## config.mk

```make
export PLATFORM = sky130hd
export DESIGN_NAME = sfb_front_end
export DESIGN_NICKNAME = d
export VERILOG_FILES = /design/src/hw/sfb_pkg.sv /design/src/hw/sfb_pins_if.sv /design/src/hw/sfb_front_end.sv /design/src/hw/sfb_pin_sync.sv
export SDC_FILE = /design/constraint.sdc
export NUM_CORES = 1
export LEC_CHECK = 0
export ABC_AREA = 1
export BUFFER_PORTS_ARGS = -buffer_cell sky130_fd_sc_hd__buf_2
export CORE_ASPECT_RATIO = 0.9
export CORE_MARGIN = 8
export CORE_UTILIZATION = 37
export DETAILED_ROUTE_END_ITERATION = 16
export GPL_TIMING_DRIVEN = 0
export PLACE_DENSITY = 0.56
export SYNTH_ARGS = -nofsm -noshare
export SYNTH_HDL_FRONTEND = slang
export SYNTH_SLANG_ARGS = --single-unit
```

## constraint.sdc

```tcl
create_clock -name i_clk -period 4.1 [get_ports i_clk]
set_input_delay 0.615 -clock i_clk [delete_from_list [all_inputs] [get_ports i_clk]]
set_output_delay 0.615 -clock i_clk [all_outputs]
set_load 0.005 [all_outputs]
```

## src/hw/sfb_pkg.sv

```systemverilog
// constants, types and the guard decode for the serial flash bus front end
package sfb_pkg;
  // clock rate and busy durations
  localparam int CLK_KHZ = 25000;
  localparam int T_CHIP_ERASE_MS = 250;
  localparam int T_SECTOR_ERASE_MS = 40;
  localparam int T_BLOCK_ERASE_MS = 80;
  localparam int T_PAGE_PROG_MS = 4;
  localparam int CHIP_ERASE_CYC = T_CHIP_ERASE_MS * CLK_KHZ;
  localparam int SECTOR_ERASE_CYC = T_SECTOR_ERASE_MS * CLK_KHZ;
  localparam int BLOCK_ERASE_CYC = T_BLOCK_ERASE_MS * CLK_KHZ;
  localparam int PAGE_PROG_CYC = T_PAGE_PROG_MS * CLK_KHZ;
  localparam int TIMER_W = 23;

  // array geometry
  localparam int ADDR_W = 19;
  localparam int SECTOR_COUNT = 128;
  localparam int SECTOR_BYTES = 4096;
  localparam int BLOCK_COUNT = 8;
  localparam int BLOCK_BYTES = 65536;
  localparam int PAGE_BYTES = 256;
  localparam int BLOCK_LSB = 16;
  localparam logic [1:0] ADDR_LAST = 2'h2;

  // status field positions and power-up values
  localparam int ST_BUSY = 0;
  localparam int ST_WEL = 1;
  localparam int ST_GL0 = 2;
  localparam int ST_GL2 = 4;
  localparam int ST_BOTTOM = 5;
  localparam int ST_LOCK = 7;
  localparam logic [2:0] GUARD_LEVEL_RST = 3'h0;
  localparam logic GUARD_AT_BOTTOM_RST = 1'b0;
  localparam logic GUARD_LOCK_RST = 1'b0;

  // synchroniser reset image: {din, wp_n, hold_n, sck, cs_n}
  localparam logic [5:0] SYNC_RST = 6'h0d;

  // opcodes
  localparam logic [7:0] OP_READ = 8'h03;
  localparam logic [7:0] OP_DUAL_IO_READ = 8'hbb;
  localparam logic [7:0] OP_PAGE_PROG = 8'h02;
  localparam logic [7:0] OP_SECTOR_ERASE = 8'h20;
  localparam logic [7:0] OP_SECTOR_ERASE_ALT = 8'hd7;
  localparam logic [7:0] OP_BLOCK_ERASE = 8'hd8;
  localparam logic [7:0] OP_CHIP_ERASE = 8'h60;
  localparam logic [7:0] OP_CHIP_ERASE_ALT = 8'hc7;
  localparam logic [7:0] OP_READ_STATUS = 8'h05;
  localparam logic [7:0] STATUS_WRITE_CMD = 8'h01;
  localparam logic [7:0] OP_WRITE_ENABLE = 8'h06;
  localparam logic [7:0] WRITE_DISABLE_CMD = 8'h04;

  typedef logic [ADDR_W-1:0] sfb_addr_t;
  typedef logic [TIMER_W-1:0] sfb_timer_t;

  typedef enum logic [6:0] {
    ST_IDLE  = 7'h01,
    ST_OPC   = 7'h02,
    ST_ADDR  = 7'h04,
    ST_DUMMY = 7'h08,
    ST_WDATA = 7'h10,
    ST_RDATA = 7'h20,
    ST_SKIP  = 7'h40
  } sfb_state_t;

  typedef enum logic [1:0] {
    ERASE_SECTOR = 2'h0,
    ERASE_BLOCK  = 2'h1,
    ERASE_CHIP   = 2'h2
  } sfb_erase_t;

  // true when the 64 KB block blk lies in the guarded region
  function automatic logic sfb_guarded(input logic [2:0] level, input logic bottom, input logic [2:0] blk);
    logic [3:0] span;
    case (level)
      3'h1: span = 4'h1;
      3'h2: span = 4'h2;
      3'h3: span = 4'h4;
      default: span = level[2] ? 4'h8 : 4'h0;
    endcase
    if (bottom) begin
      return {1'b0, blk} < span;
    end
    return {1'b0, blk} >= 4'(4'h8 - span);
  endfunction
endpackage

```

## src/hw/sfb_pins_if.sv

```systemverilog
// synchronised pin levels and edge pulses passed from the sampler to the core
`timescale 1ns/1ns
interface sfb_pins_if;
  logic cs_n;
  logic sck;
  logic hold_n;
  logic wp_n;
  logic [1:0] din;
  logic sck_rise;
  logic sck_fall;
  logic cs_fall;
  logic cs_rise;
  logic hold_fall;
  logic hold_rise;
  modport sync (output cs_n, sck, hold_n, wp_n, din, sck_rise, sck_fall, cs_fall, cs_rise, hold_fall, hold_rise);
  modport core (input cs_n, sck, hold_n, wp_n, din, sck_rise, sck_fall, cs_fall, cs_rise, hold_fall, hold_rise);
endinterface

```

## src/hw/sfb_front_end.sv

```systemverilog
// serial bus front end: framing, hold, dual pins, status register and busy timing
`timescale 1ns/1ns
// Contract
// [RULE1] Selection and command intake start only on a falling select edge.
// [RULE2] Select high deselects the device and holds it in standby.
// [RULE3] Host keeps select low for the whole command sequence.
// [RULE4] Input bits captured on rising clock, output bits launched after falling clock.
// [RULE5] Clock modes 0 and 3 both work; sampling edges are the same.
// [RULE6] Dual mode uses both data pins with the same edge discipline.
// [RULE7] Hold falling while clock low pauses; bit position is kept.
// [RULE8] Hold rising while clock low resumes the paused sequence.
// [RULE9] Host changes hold only while the clock is low.
// [RULE10] During hold the output floats and clock and data are ignored.
// [RULE11] Select rising during hold abandons the sequence and returns to standby.
// [RULE12] Pause lasts while hold stays low; resume needs hold high, select low.
// [RULE13] Status write refused only when protect pin low and lock bit set.
// [RULE14] Guard and lock bits protect the array and the status register.
// [RULE15] Host only polls status while a program or erase runs.
// [RULE16] Status bit 0 is read-only busy, zero after power-up.
// [RULE17] Status bit 1 is read-only write-enable latch, zero after power-up.
// [RULE18] Status bits 2 to 4 are writable guard level bits.
// [RULE19] Status bit 5 puts the guarded region at bottom when set.
// [RULE20] Array is 128 sectors of 4 KB inside eight 64 KB blocks.
// [RULE21] Busy lasts 250 ms chip, 40 ms sector, 80 ms block erase.
// [RULE22] Page program takes up to one page and keeps busy 4 ms.
// [RULE23] Latch clears at power-up and after disable, program, erase, status write; code keeps it set after a program that writes no byte.
// [RULE24] Protect pin low with lock set freezes guard, bottom and lock bits.
// [RULE25] Levels 1-3 guard an eighth, quarter, half; level 0 none; bit 2 all.
// [RULE26] Chip erase runs only with all guard bits and bottom bit zero.
// [RULE27] Output floats when deselected or not shifting read data.
module sfb_front_end #(
  parameter int unsigned CHIP_ERASE_CYC = sfb_pkg::CHIP_ERASE_CYC,
  parameter int unsigned SECTOR_ERASE_CYC = sfb_pkg::SECTOR_ERASE_CYC,
  parameter int unsigned BLOCK_ERASE_CYC = sfb_pkg::BLOCK_ERASE_CYC,
  parameter int unsigned PAGE_PROG_CYC = sfb_pkg::PAGE_PROG_CYC
) (
  input wire logic i_clk,
  input wire logic i_srst,
  input wire logic i_cs_n,
  input wire logic i_sck,
  input wire logic i_hold_n,
  input wire logic i_wp_n,
  input wire logic [1:0] i_dual_data_pins,
  output logic [1:0] o_dual_data_pins,
  output logic [1:0] o_dual_data_pins_oe,
  output logic [18:0] o_read_addr,
  input wire logic [7:0] i_read_data,
  output logic o_prog_valid,
  output logic [18:0] o_prog_addr,
  output logic [7:0] o_prog_data,
  output logic o_erase_valid,
  output logic [1:0] o_erase_kind,
  output logic [18:0] o_erase_addr,
  output logic [7:0] o_status
);
  sfb_pins_if pins();

  sfb_pkg::sfb_state_t state;
  sfb_pkg::sfb_addr_t addr;
  sfb_pkg::sfb_timer_t timer;
  logic selected;
  logic held;
  logic busy;
  logic write_enable_latch;
  logic bottom;
  logic lock;
  logic wr_have;
  logic prog_any;
  logic drive_en;
  logic [2:0] level;
  logic [2:0] bitcnt;
  logic [2:0] step;
  logic [2:0] out_cnt;
  logic [2:0] out_step;
  logic [1:0] addr_bytes;
  logic [7:0] opcode;
  logic [7:0] shreg;
  logic [7:0] next_shreg;
  logic [7:0] wr_byte;
  logic [7:0] out_byte;
  logic [7:0] out_src;
  logic [7:0] out_cur;
  logic [7:0] status;
  logic rise_ok;
  logic fall_ok;
  logic byte_done;
  logic out_wrap;
  logic frame_end;
  logic dual_io;
  logic lock_on;
  logic may_write;
  logic addr_guarded;

  sfb_pin_sync u_sync (
    .i_clk(i_clk),
    .i_srst(i_srst),
    .i_cs_n(i_cs_n),
    .i_sck(i_sck),
    .i_hold_n(i_hold_n),
    .i_wp_n(i_wp_n),
    .i_din(i_dual_data_pins),
    .pins(pins.sync)
  );

  // edge qualification: clock and data are ignored while paused
  assign rise_ok = pins.sck_rise & selected & ~held; // [RULE4] [RULE10]
  assign fall_ok = pins.sck_fall & selected & ~held; // [RULE4] [RULE10]
  assign dual_io = opcode == sfb_pkg::OP_DUAL_IO_READ;
  assign step = (dual_io && (state == sfb_pkg::ST_ADDR || state == sfb_pkg::ST_DUMMY)) ? 3'h2 : 3'h1; // [RULE6]
  assign next_shreg = (step == 3'h2) ? {shreg[5:0], pins.din} : {shreg[6:0], pins.din[0]}; // [RULE6]
  assign byte_done = rise_ok & (3'(bitcnt + step) == 3'h0);
  // a command only executes when select rises on a byte boundary, not paused
  assign frame_end = pins.cs_rise & selected & ~held & (bitcnt == 3'h0); // [RULE3] [RULE11]
  assign lock_on = ~pins.wp_n & lock; // [RULE13]
  assign may_write = write_enable_latch & ~busy; // [RULE15]
  assign addr_guarded = sfb_pkg::sfb_guarded(level, bottom, addr[sfb_pkg::ADDR_W-1:sfb_pkg::BLOCK_LSB]); // [RULE20]

  // status image; bit 6 reads zero
  always_comb begin
    status = 8'h00;
    status[sfb_pkg::ST_BUSY] = busy; // [RULE16]
    status[sfb_pkg::ST_WEL] = write_enable_latch; // [RULE17]
    status[sfb_pkg::ST_GL2:sfb_pkg::ST_GL0] = level; // [RULE18]
    status[sfb_pkg::ST_BOTTOM] = bottom; // [RULE19]
    status[sfb_pkg::ST_LOCK] = lock;
  end
  assign o_status = status;
  assign o_read_addr = addr;

  // read path byte source and lane width
  assign out_step = dual_io ? 3'h2 : 3'h1; // [RULE6]
  assign out_src = (opcode == sfb_pkg::OP_READ_STATUS) ? status : i_read_data;
  assign out_cur = (out_cnt == 3'h0) ? out_src : out_byte;
  assign out_wrap = fall_ok & (3'(out_cnt + out_step) == 3'h0);

  // selection follows the select pin
  always_ff @(posedge i_clk) begin
    if (i_srst) begin
      selected <= 1'b0;
    end else if (pins.cs_n) begin
      selected <= 1'b0; // [RULE2]
    end else if (pins.cs_fall) begin
      selected <= 1'b1; // [RULE1]
    end
  end

  // hold pause, only recognised while the clock is low
  always_ff @(posedge i_clk) begin
    if (i_srst || !selected) begin
      held <= 1'b0; // [RULE11]
    end else if (!pins.sck) begin // [RULE9]
      if (pins.hold_fall) begin
        held <= 1'b1; // [RULE7] [RULE12]
      end else if (pins.hold_rise) begin
        held <= 1'b0; // [RULE8] [RULE12]
      end
    end
  end

  // command sequencer
  always_ff @(posedge i_clk) begin
    if (i_srst || pins.cs_n) begin
      state <= sfb_pkg::ST_IDLE; // [RULE2] [RULE11]
      addr_bytes <= 2'h0;
      if (i_srst) begin
        opcode <= 8'h00;
      end
    end else if (pins.cs_fall) begin
      state <= sfb_pkg::ST_OPC; // [RULE1]
      addr_bytes <= 2'h0;
    end else if (byte_done) begin
      case (state)
        sfb_pkg::ST_OPC: begin
          opcode <= next_shreg;
          case (next_shreg)
            sfb_pkg::OP_READ, sfb_pkg::OP_DUAL_IO_READ, sfb_pkg::OP_PAGE_PROG, sfb_pkg::OP_SECTOR_ERASE,
            sfb_pkg::OP_SECTOR_ERASE_ALT, sfb_pkg::OP_BLOCK_ERASE: begin
              state <= sfb_pkg::ST_ADDR;
            end
            sfb_pkg::OP_READ_STATUS: begin
              state <= sfb_pkg::ST_RDATA;
            end
            sfb_pkg::STATUS_WRITE_CMD: begin
              state <= sfb_pkg::ST_WDATA;
            end
            default: begin
              state <= sfb_pkg::ST_SKIP;
            end
          endcase
        end
        sfb_pkg::ST_ADDR: begin
          addr_bytes <= 2'(addr_bytes + 2'h1);
          if (addr_bytes == sfb_pkg::ADDR_LAST) begin
            case (opcode)
              sfb_pkg::OP_READ: state <= sfb_pkg::ST_RDATA;
              sfb_pkg::OP_DUAL_IO_READ: state <= sfb_pkg::ST_DUMMY;
              sfb_pkg::OP_PAGE_PROG: state <= sfb_pkg::ST_WDATA;
              default: state <= sfb_pkg::ST_SKIP;
            endcase
          end
        end
        sfb_pkg::ST_DUMMY: begin
          state <= sfb_pkg::ST_RDATA;
        end
        default: begin
        end
      endcase
    end
  end

  // input shifter; the bit position survives a pause
  always_ff @(posedge i_clk) begin
    if (i_srst || !selected) begin
      shreg <= 8'h00;
      bitcnt <= 3'h0;
    end else if (rise_ok) begin
      shreg <= next_shreg; // [RULE4] [RULE7]
      bitcnt <= 3'(bitcnt + step);
    end
  end

  // address: loaded msb first, wraps in page on program, steps on read
  always_ff @(posedge i_clk) begin
    if (i_srst) begin
      addr <= '0;
    end else if (byte_done && state == sfb_pkg::ST_ADDR) begin
      addr <= {addr[sfb_pkg::ADDR_W-9:0], next_shreg};
    end else if (byte_done && state == sfb_pkg::ST_WDATA && opcode == sfb_pkg::OP_PAGE_PROG) begin
      addr[7:0] <= 8'(addr[7:0] + 8'h01); // [RULE22]
    end else if (out_wrap && opcode != sfb_pkg::OP_READ_STATUS) begin
      addr <= sfb_pkg::sfb_addr_t'(addr + 1'b1);
    end
  end

  // status write data: first byte only
  always_ff @(posedge i_clk) begin
    if (i_srst || !selected) begin
      wr_byte <= 8'h00;
      wr_have <= 1'b0;
    end else if (byte_done && state == sfb_pkg::ST_WDATA && opcode == sfb_pkg::STATUS_WRITE_CMD && !wr_have) begin
      wr_byte <= next_shreg;
      wr_have <= 1'b1;
    end
  end

  // program bytes go to the array as they arrive, unless guarded
  always_ff @(posedge i_clk) begin
    o_prog_valid <= 1'b0;
    if (i_srst) begin
      prog_any <= 1'b0;
      o_prog_addr <= '0;
      o_prog_data <= 8'h00;
    end else if (!selected) begin
      prog_any <= 1'b0;
    end else if (byte_done && state == sfb_pkg::ST_WDATA && opcode == sfb_pkg::OP_PAGE_PROG &&
                 may_write && !addr_guarded) begin // [RULE14] [RULE25]
      o_prog_valid <= 1'b1;
      o_prog_addr <= addr;
      o_prog_data <= next_shreg;
      prog_any <= 1'b1;
    end
  end

  // command execution, write latch, guard bits and busy timer
  always_ff @(posedge i_clk) begin
    o_erase_valid <= 1'b0;
    if (i_srst) begin
      busy <= 1'b0; // [RULE16]
      timer <= '0;
      write_enable_latch <= 1'b0; // [RULE17] [RULE23]
      level <= sfb_pkg::GUARD_LEVEL_RST;
      bottom <= sfb_pkg::GUARD_AT_BOTTOM_RST;
      lock <= sfb_pkg::GUARD_LOCK_RST;
      o_erase_kind <= sfb_pkg::ERASE_SECTOR;
      o_erase_addr <= '0;
    end else begin
      if (busy) begin
        timer <= sfb_pkg::sfb_timer_t'(timer - 1'b1);
        if (timer == sfb_pkg::sfb_timer_t'(1)) begin
          busy <= 1'b0;
        end
      end
      if (frame_end) begin
        case (opcode)
          sfb_pkg::OP_WRITE_ENABLE: begin
            if (state == sfb_pkg::ST_SKIP && !busy) begin
              write_enable_latch <= 1'b1;
            end
          end
          sfb_pkg::WRITE_DISABLE_CMD: begin
            if (state == sfb_pkg::ST_SKIP) begin
              write_enable_latch <= 1'b0; // [RULE23]
            end
          end
          sfb_pkg::STATUS_WRITE_CMD: begin
            if (state == sfb_pkg::ST_WDATA && wr_have && may_write) begin
              write_enable_latch <= 1'b0; // [RULE23]
              if (!lock_on) begin // [RULE13] [RULE24]
                level <= wr_byte[sfb_pkg::ST_GL2:sfb_pkg::ST_GL0]; // [RULE18]
                bottom <= wr_byte[sfb_pkg::ST_BOTTOM]; // [RULE19]
                lock <= wr_byte[sfb_pkg::ST_LOCK]; // [RULE14]
              end
            end
          end
          sfb_pkg::OP_PAGE_PROG: begin
            if (state == sfb_pkg::ST_WDATA && prog_any) begin
              write_enable_latch <= 1'b0; // [RULE23]
              busy <= 1'b1;
              timer <= sfb_pkg::sfb_timer_t'(PAGE_PROG_CYC); // [RULE22]
            end
          end
          sfb_pkg::OP_SECTOR_ERASE, sfb_pkg::OP_SECTOR_ERASE_ALT, sfb_pkg::OP_BLOCK_ERASE: begin
            if (state == sfb_pkg::ST_SKIP && may_write) begin
              write_enable_latch <= 1'b0; // [RULE23]
              if (!addr_guarded) begin // [RULE14] [RULE25]
                busy <= 1'b1;
                o_erase_valid <= 1'b1;
                o_erase_addr <= addr;
                if (opcode == sfb_pkg::OP_BLOCK_ERASE) begin
                  o_erase_kind <= sfb_pkg::ERASE_BLOCK;
                  timer <= sfb_pkg::sfb_timer_t'(BLOCK_ERASE_CYC); // [RULE21]
                end else begin
                  o_erase_kind <= sfb_pkg::ERASE_SECTOR;
                  timer <= sfb_pkg::sfb_timer_t'(SECTOR_ERASE_CYC); // [RULE21]
                end
              end
            end
          end
          sfb_pkg::OP_CHIP_ERASE, sfb_pkg::OP_CHIP_ERASE_ALT: begin
            if (state == sfb_pkg::ST_SKIP && may_write) begin
              write_enable_latch <= 1'b0; // [RULE23]
              if (level == 3'h0 && !bottom) begin // [RULE26]
                busy <= 1'b1;
                o_erase_valid <= 1'b1;
                o_erase_kind <= sfb_pkg::ERASE_CHIP;
                o_erase_addr <= '0;
                timer <= sfb_pkg::sfb_timer_t'(CHIP_ERASE_CYC); // [RULE21]
              end
            end
          end
          default: begin
          end
        endcase
      end
    end
  end

  // read data launch after each falling clock edge
  always_ff @(posedge i_clk) begin
    if (i_srst || !selected || state != sfb_pkg::ST_RDATA) begin
      drive_en <= 1'b0; // [RULE27]
      out_cnt <= 3'h0;
      out_byte <= 8'h00;
      o_dual_data_pins <= 2'h0;
    end else if (fall_ok) begin
      drive_en <= 1'b1;
      o_dual_data_pins <= (out_step == 3'h2) ? out_cur[7:6] : {out_cur[7], 1'b0}; // [RULE4] [RULE6]
      out_byte <= out_cur << out_step;
      out_cnt <= 3'(out_cnt + out_step);
    end
  end

  // pin 1 is the serial output; pin 0 drives only in dual reads
  assign o_dual_data_pins_oe = (drive_en && !held) ? (dual_io ? 2'b11 : 2'b10) : 2'b00; // [RULE10] [RULE27]
endmodule

```

## src/hw/sfb_pin_sync.sv

```systemverilog
// two-stage pin synchroniser with edge detection for select, clock and hold
`timescale 1ns/1ns
module sfb_pin_sync (
  input wire logic i_clk,
  input wire logic i_srst,
  input wire logic i_cs_n,
  input wire logic i_sck,
  input wire logic i_hold_n,
  input wire logic i_wp_n,
  input wire logic [1:0] i_din,
  sfb_pins_if.sync pins
);
  logic [5:0] meta;
  logic [5:0] stage;
  logic [2:0] prev;

  // first stage feeds only the second
  always_ff @(posedge i_clk) begin
    if (i_srst) begin
      meta <= sfb_pkg::SYNC_RST;
      stage <= sfb_pkg::SYNC_RST;
    end else begin
      meta <= {i_din, i_wp_n, i_hold_n, i_sck, i_cs_n};
      stage <= meta;
    end
  end

  // previous settled levels for edge finding
  always_ff @(posedge i_clk) begin
    if (i_srst) begin
      prev <= sfb_pkg::SYNC_RST[2:0];
    end else begin
      prev <= stage[2:0];
    end
  end

  // the same edges serve whatever idle level the clock keeps
  assign pins.cs_n = stage[0];
  assign pins.sck = stage[1];
  assign pins.hold_n = stage[2];
  assign pins.wp_n = stage[3];
  assign pins.din = stage[5:4];
  assign pins.cs_fall = prev[0] & ~stage[0];
  assign pins.cs_rise = ~prev[0] & stage[0];
  assign pins.sck_rise = ~prev[1] & stage[1]; // [RULE5]
  assign pins.sck_fall = prev[1] & ~stage[1]; // [RULE5]
  assign pins.hold_fall = prev[2] & ~stage[2];
  assign pins.hold_rise = ~prev[2] & stage[2];
endmodule

```

==> impl_metrics.csv, run 1 <==
group,metric,value,unit
logic_synthesis,synth-edff-count,8,
logic_synthesis,synth_area_leader_cell,"dfxtp_1",
cells_and_area,syn_to_final_growth,17.69,%
setup_path,cp.required,4470,ps
sta,fmax,276.2,MHz
cts,cts.hold.buffers_added,0,
power_and_ir_drop,power_density,343.3,nW/um2
worst_hold_path,hold_path.class,"input pin to flip-flop",
power_and_ir_drop,vdd_drop_max,0.1731,mV
global_routing,grt_usage,0.1805,
logic_synthesis,async_flop_share,0,
logic_synthesis,synth_area_leaders,"dfxtp_1 38%, nand2_1 11%, a21oi_1 7.4%, inv_1 6.7%, nor2_1 5.7%",
cts,ctsResizeCount,0,
power_and_ir_drop,seqPwrFrac,0.488,
sta,setup_viol,0,
cts,cts_tree,"yes",
cts,root_buffer,"clkbuf_16",
route,vias,7723,
sta,final.setup.tns,0,ps
logic_synthesis,ys.flop_type,"dfxtp_1",
power_and_ir_drop,leakagePower,4.309,nW
route,route.met2.wl,11150,um
sta,rsz0062_at_grt,"no",
floorplanning,die_area,27270,um2
global_routing,grt_max_degree,20,
placement,numPortBuffers,95,
setup_path,endpoint_kind,"flip-flop",
power_and_ir_drop,switching_share,0.2588,
floorplanning,die_y,157.5,um
cts,clock_path_buffers,2,
route,drt-initial-drc-count,571,
cells_and_area,regArea,3363,um2
global_routing,overflow,0,
route,top_layer,"met4",
sta,worstMarginPinSlew,964.2,ps
global_routing,antenna_found_initial,0,
route,drc,0,
route,dr.pass1.iters,5,
floorplanning,io_pins,97,
route,via_per_inst,4.900,
logic_synthesis,ys_seq_elements,164,
placement,gp_congestion,0.8781,
cells_and_area,multi_input_area,4055,um2
setup_path,critPathArrivalTime,3990,ps
route,drt-total-wl,24580,um
sta,maxSlewViolCount,0,
logic_synthesis,synthCells,1158,
cells_and_area,utilization,0.4449,
status,status,"complete, no violations",
logic_synthesis,avgSynthCellArea,7.104,um2
sta,hold_viol_final,0,
cts,numCtsBuffers,17,
route,drtAntennaViolNets,0,
sta,timing.hold.ws,358.8,ps
floorplanning,num_rows,51,
flow_run,max-cap-violations,0,
power_and_ir_drop,clkPwrFrac,0.489,
cells_and_area,nNetsFinal,1302,
setup_path,start_kind,"flip-flop",
sta,setup_ws,480.0,ps
logic_synthesis,seq_area_frac_synth,0.4088,
route,dr_wl_met3,915,um
cells_and_area,fill_cells,2284,
floorplanning,core,21760,um2
logic_synthesis,syn-num-nets,1188,
floorplanning,die_w,173.2,um
floorplanning,initial_core_util,0.3781,
logic_synthesis,yosysUniqueCellTypes,49,
logic_synthesis,yosysWarnings,0,
power_and_ir_drop,internal-power,0.002463,W
global_routing,grt_pass1_wl,39540,um
placement,pre_cts_ws,498.5,ps
cts,clock_latency,440,ps
cts,cts.sinks,164,
cts,clk_pin_slew,80,ps
setup_path,crit_path_max_fanout,11,
power_and_ir_drop,p_switching,0.0008603,W
sta,max_slew_margin,0.3523,
cells_and_area,insertedDiodeCount,0,
cells_and_area,drive_above_1_share,0.1525,
sta,finalCriticalPeriod,3620,ps
setup_path,worstSetupPathType,"flip-flop to flip-flop",
route,wl_per_cell,15.60,um
cts,cts_setup_buffers,0,
sta,clock_skew,19.07,ps
placement,dp_hpwl,18700,um
cts,htreeDepth,4,
logic_synthesis,netlist_area,8227,um2
sta,fin_crit_sh,0.8829,
power_and_ir_drop,p_comb_frac,0.023,
logic_synthesis,synth_top_area_share,0.3796,
route,wl_met1,12230,um
global_routing,grt_pass1_vias,7315,
-- logic make-up after synthesis --
family	Yosys count	synth area share
AOI/OAI and AO/OA	254	0.1685
xor gates and xnor gates	28	0.02981
adders and majority gates	14	0.02312
buffers and inverters	199	0.09916
DFF	164	0.4088
other	1	0.0004558
and+or+nand+nor	498	0.2701
-- worst max-delay path, stage by stage (launching register included) --
cell	delay, ps
edfxtp_1	430
nor2_1	170
nand2_1	110
nor2_4	260
nand2_2	130
buf_6	160
ha_1	170
inv_1	60
fa_1	400
inv_1	60
nor2_1	50
nand2_1	170
inv_1	110
nand3_1	150
inv_1	120
nand4_2	200
clkinv_1	340
buf_4	300
a21oi_1	150
-- Yosys cell counts, types with 2 or more instances --
cell type    n
ha_1        12
dfxtp_1    156
nor3_1      23
fa_1         2
a21oi_1    122
o211ai_1    12
xor2_1      16
nor4_1       2
nand3_1     48
nand2_1    241
nand4_2      2
nand2_2      5
nor4_4       3
clkbuf_1    18
nor2_2       5
nor2_4       5
inv_1      146
nor2_1     124
inv_2        9
o221ai_1     2
buf_6        2
o21ai_1      5
buf_2       10
a31oi_1      2
a211oi_1    10
a22oi_1      2
edfxtp_1     8
clkinv_1     3
nand4_1     23
buf_4       11
o22ai_1      2
o21ai_0     88
nor3_2       4
xnor2_1     12
o41ai_1      2
or2_2        8
-- worst paths after layout --
| path | slack (ps) | endpoint | depth (start not counted) | startpoint |
|---|---|---|---|---|
| worst max-delay path | 480 | o_prog_data[7] | 18 | opcode[2] |
| worst min-delay path | 360 | u_sync.meta[0] | 2 | i_cs_n |
| worst max register to register | 480 | o_prog_data[7] | 18 | opcode[2] |
| worst min register to register | 400 | u_sync.stage[4] | 2 | u_sync.meta[4] |
-- stage by stage --
step / cell area (um2) / power, W / cells
after CTS: 9682 / 0.003360 / 1576
after global placement: 9066 / 0.001734 / 1544
after global routing: 9682 / 0.003433 / 1576
after floorplan: 8227 / 0.001701 / 1158
after detailed placement: 9074 / 0.001735 / 1544
final: 9682 / 0.003324 / 1576
-- cell usage in the layout (no fill, tap or decap), types with 3 or more instances in the layout --
cell,count
o21ai_0,88
o21ai_1,5
clkinv_1,3
nand3_1,48
nor4_4,3
clkbuf_1,18
xnor2_1,12
ha_1,12
dfxtp_1,156
nor2_4,5
edfxtp_1,8
inv_8,6
nand2_1,241
nor3_1,23
a211oi_1,10
inv_2,9
nor3_2,4
inv_1,146
buf_2,105
xor2_1,16
clkbuf_16,17
clkinv_8,5
buf_4,11
nand2_2,5
nand4_1,23
or2_2,8
a21oi_1,122
nor2_1,124
nor2_2,5
o211ai_1,12
-- metal layers --
metal,vias up,GRT usage
li1,4008,-
met1,3544,0.2491
met2,152,0.2865
met3,19,0.03065
met4,0,0.05004
met5,-,0
-- power groups by stage --
stage	registers [W]	clock network (W)	logic [W]
finish	0.00162	0.00163	0.0000769
global route	0.00162	0.00173	0.0000847
CTS	0.00162	0.00166	0.0000769
detailed placement	0.00166	0	0.0000767
global placement	0.00166	0	0.0000761
floorplan	0.00166	0	0.0000455
-- sequential cells by signal (all words and copies together) (netlist names), 3 cells and up --
name,count
u_sync.meta,6
level,3
shreg,7
u_sync.prev,3
o_erase_addr,19
out_byte,8
state,7
o_prog_addr,19
timer,23
u_sync.stage,6
o_prog_data,8
o_read_addr,19
opcode,8
bitcnt,3
wr_byte,5
out_cnt,3
-- cell type report --
cell class / count / share of cell area
Buffer: 41 / 0.02300
Clock buffer: 17 / 0.04394
Timing Repair Buffer: 95 / 0.04911
Tap cell: 291 / 0.03761
Multi-Input combinational cell: 795 / 0.4188
Clock inverter: 15 / 0.01887
Sequential cell: 164 / 0.3474
Inverter: 158 / 0.06126
Power figures use the tool's default switching activity.
==> inputs of run 2 (changes only) <==
--- a/config.mk
+++ b/config.mk
@@ -15,4 +15,5 @@
 export PLACE_DENSITY = 0.56
 export SYNTH_ARGS = -nofsm -noshare
 export SYNTH_HDL_FRONTEND = slang
+export SYNTH_HIERARCHICAL = 1
 export SYNTH_SLANG_ARGS = --single-unit
==> impl_metrics.csv, run 2 <==
group,metric,value,unit
cts,clk_pin_slew,80,ps
logic_synthesis,yosys-top-cells-count,"222 x nand2_1, 157 x nor2_1, 156 x dfxtp_1, 145 x inv_1, 123 x a21oi_1",
cells_and_area,final_cell_mix,"222 x nand2_1, 157 x nor2_1, 156 x dfxtp_1",
global_routing,grt_pass1_wl,40280,um
cells_and_area,top_register,"timer",
route,drtAntennaViolNets,0,
route,via_per_inst,5.011,
sta,maxSlewViolCount,0,
logic_synthesis,synth-edff-count,8,
power_and_ir_drop,seqPwrFrac,0.486,
logic_synthesis,yosysMostFrequentCell,"nand2_1",
flow_run,max-cap-violations,0,
worst_hold_path,hold_path.class,"input pin to flip-flop",
cts,root_buffer,"clkbuf_16",
global_routing,grt_max_degree,20,
sta,hold_viol_final,0,
sta,max_slew_margin,0.3751,
logic_synthesis,avgSynthCellArea,6.940,um2
placement,dp.cells,1600,
setup_path,cp.required,4480,ps
floorplanning,core,22380,um2
sta,setup_viol,0,
cells_and_area,utilization,0.4395,
global_routing,grt_usage,0.1784,
logic_synthesis,synth_top_area_share,0.3725,
sta,rsz0062_at_grt,"no",
setup_path,cp_top_family,"simple AND/OR/NAND/NOR gates",
logic_synthesis,netlist_area,8383,um2
setup_path,critical_path_buf_inv_count,5,
logic_synthesis,yosysUniqueCellTypes,47,
route,wl_per_cell,15.38,um
power_and_ir_drop,switching_share,0.2599,
cts,clock_path_buffers,2,
logic_synthesis,async_flop_share,0,
logic_synthesis,seq_area_frac_synth,0.4012,
setup_path,crit_path_max_fanout,11,
cts,ctsResizeCount,0,
cells_and_area,insertedDiodeCount,0,
sta,fin_crit_sh,0.8213,
route,drt-initial-drc-count,702,
global_routing,grt_pass1_vias,7586,
cells_and_area,nNetsFinal,1351,
power_and_ir_drop,internal-power,0.002467,W
power_and_ir_drop,clkPwrFrac,0.489,
power_and_ir_drop,p_comb_frac,0.025,
floorplanning,die_y,158.8,um
setup_path,max_stage_delay,490,ps
floorplanning,io_pins,97,
setup_path,critPathArrivalTime,3750,ps
setup_path,start_kind,"flip-flop",
route,vias,8178,
setup_path,cp_cell_sequence,"nand2_1 -> inv_2 -> nand2_1 -> nor2_2 -> nand2_2 -> buf_6 -> ha_1 -> inv_1 -> fa_1 -> inv_1 -> nor2_2 -> nand2_2 -> nor2_4 -> nand2_2 -> nor3_4 -> buf_2 -> o21ai_1 -> a21oi_1",
setup_path,cp_common_cell,"nand2_2",
cts,cts_tree,"yes",
floorplanning,num_rows,52,
cells_and_area,layout.cells.non_filler,1632,
power_and_ir_drop,vdd_drop_max,0.1983,mV
logic_synthesis,synth_area_leader_cell,"dfxtp_1",
cts,clock_latency,440,ps
logic_synthesis,ys.flop_type,"dfxtp_1",
sta,final.setup.tns,0,ps
placement,numPortBuffers,95,
route,dr.pass1.iters,5,
route,drt-total-wl,25090,um
sta,clock_skew,17.21,ps
power_and_ir_drop,leakagePower,4.334,nW
sta,worstMarginPinSlew,930.2,ps
cts,cts.hold.buffers_added,0,
setup_path,endpoint_kind,"flip-flop",
logic_synthesis,synthCells,1208,
power_and_ir_drop,power_density,338.9,nW/um2
logic_synthesis,synth_area_leaders,"dfxtp_1 37%, nand2_1 9.9%, a21oi_1 7.3%, nor2_1 7.0%, inv_1 6.5%",
logic_synthesis,ys_seq_elements,164,
logic_synthesis,syn-num-nets,1237,
global_routing,antenna_found_initial,0,
sta,finalCriticalPeriod,3367,ps
global_routing,overflow,0,
cts,htreeDepth,4,
cts,cts_setup_buffers,0,
cells_and_area,fill_cells,2359,
floorplanning,die_w,174.7,um
setup_path,worstSetupPathType,"flip-flop to flip-flop",
cells_and_area,layout_commonest_cell,"nand2_1",
floorplanning,die_area,27740,um2
cells_and_area,syn_to_final_growth,17.34,%
logic_synthesis,yosysWarnings,6,
sta,fmax,297.0,MHz
cts,numCtsBuffers,17,
status,status,"complete, no violations",
placement,gp_congestion,0.9225,
cells_and_area,largest_reg_flops,23,
power_and_ir_drop,p_switching,0.0008664,W
cts,cts.sinks,164,
route,drc,0,
placement,dp_hpwl,18950,um
floorplanning,initial_core_util,0.3746,
setup_path,crit_slowest_cell,"edfxtp_1",
cells_and_area,drive_above_1_share,0.1596,
## run 2: changes by cell type in the layout (fill, tap and decap cells not counted), moves of 8 or more
cell and change:
nand4_1 +11, or2_2 -8, inv_2 +14, o21ai_1 +33, nand2_1 -19, o21ai_0 -24, nor2_1 +33
## run 2: stage by stage
step / cell area [um2] / hold slack, ps / total power [W] / setup WS [ps]
after floorplan: 8383 / 386.6 / 0.001710 / 1341
after global placement: 9230 / 391.5 / 0.001742 / 842.4
after detailed placement: 9230 / 395.0 / 0.001742 / 789.5
after CTS: 9837 / 333.0 / 0.003370 / 771.6
after global routing: 9837 / 339.8 / 0.003444 / 511.7
final: 9837 / 350.3 / 0.003334 / 732.6
## run 2: kinds of logic after synthesis
kind of cell    synth area share
simple gates              0.2825
compound gates            0.1684
buf+inv                   0.1054
flops                     0.4012
xor+xnor                 0.02090
fa+ha+maj                0.02119
other cells            0.0004473
## run 2: power groups by stage
stage / combinational (W) / clock [W] / sequential, W
after floorplan: 0.0000532 / 0 / 0.00166
after global placement: 0.0000829 / 0 / 0.00166
after detailed placement: 0.0000829 / 0 / 0.00166
after CTS: 0.0000832 / 0.00167 / 0.00162
after global routing: 0.0000928 / 0.00173 / 0.00162
final: 0.0000829 / 0.00163 / 0.00162
## run 2: final timing paths
kind                        from         endpoint  slack, ps  depth (start not counted)
setup / recovery       opcode[1]   o_prog_addr[3]        730                         18
hold / removal            i_cs_n   u_sync/meta[0]        350                          3
setup reg to reg       opcode[1]   o_prog_addr[3]        730                         18
hold reg to reg   u_sync/meta[5]  u_sync/stage[5]        400                          2
## run 2: tightest hold or removal path, stage by stage
cell	delay, ps
buf_2	70
inv_1	30
nand2_1	40
## run 2: area by class of cell
type                    count  area [um2]  share of cell area
repair buffers             95       475.5             0.04833
well taps                 297       371.6             0.03778
plain buffers              46       239.0             0.02429
inverters                 171       644.4             0.06550
clock inverters            15       181.4             0.01844
multi-input cells         827        4136              0.4205
flip-flops and latches    164        3363              0.3419
clock buffers              17       425.4             0.04325
## run 2: routing by layer
| layer | vias to the layer above | wire, um | global-route usage |
|---|---|---|---|
| met5 | - | 0 | 0 |
| met3 | 34 | 1496 | 0.03888 |
| met4 | 0 | 456 | 0.05930 |
| li1 | 4189 | - | - |
| met2 | 234 | 10540 | 0.2627 |
| met1 | 3721 | 12600 | 0.2530 |
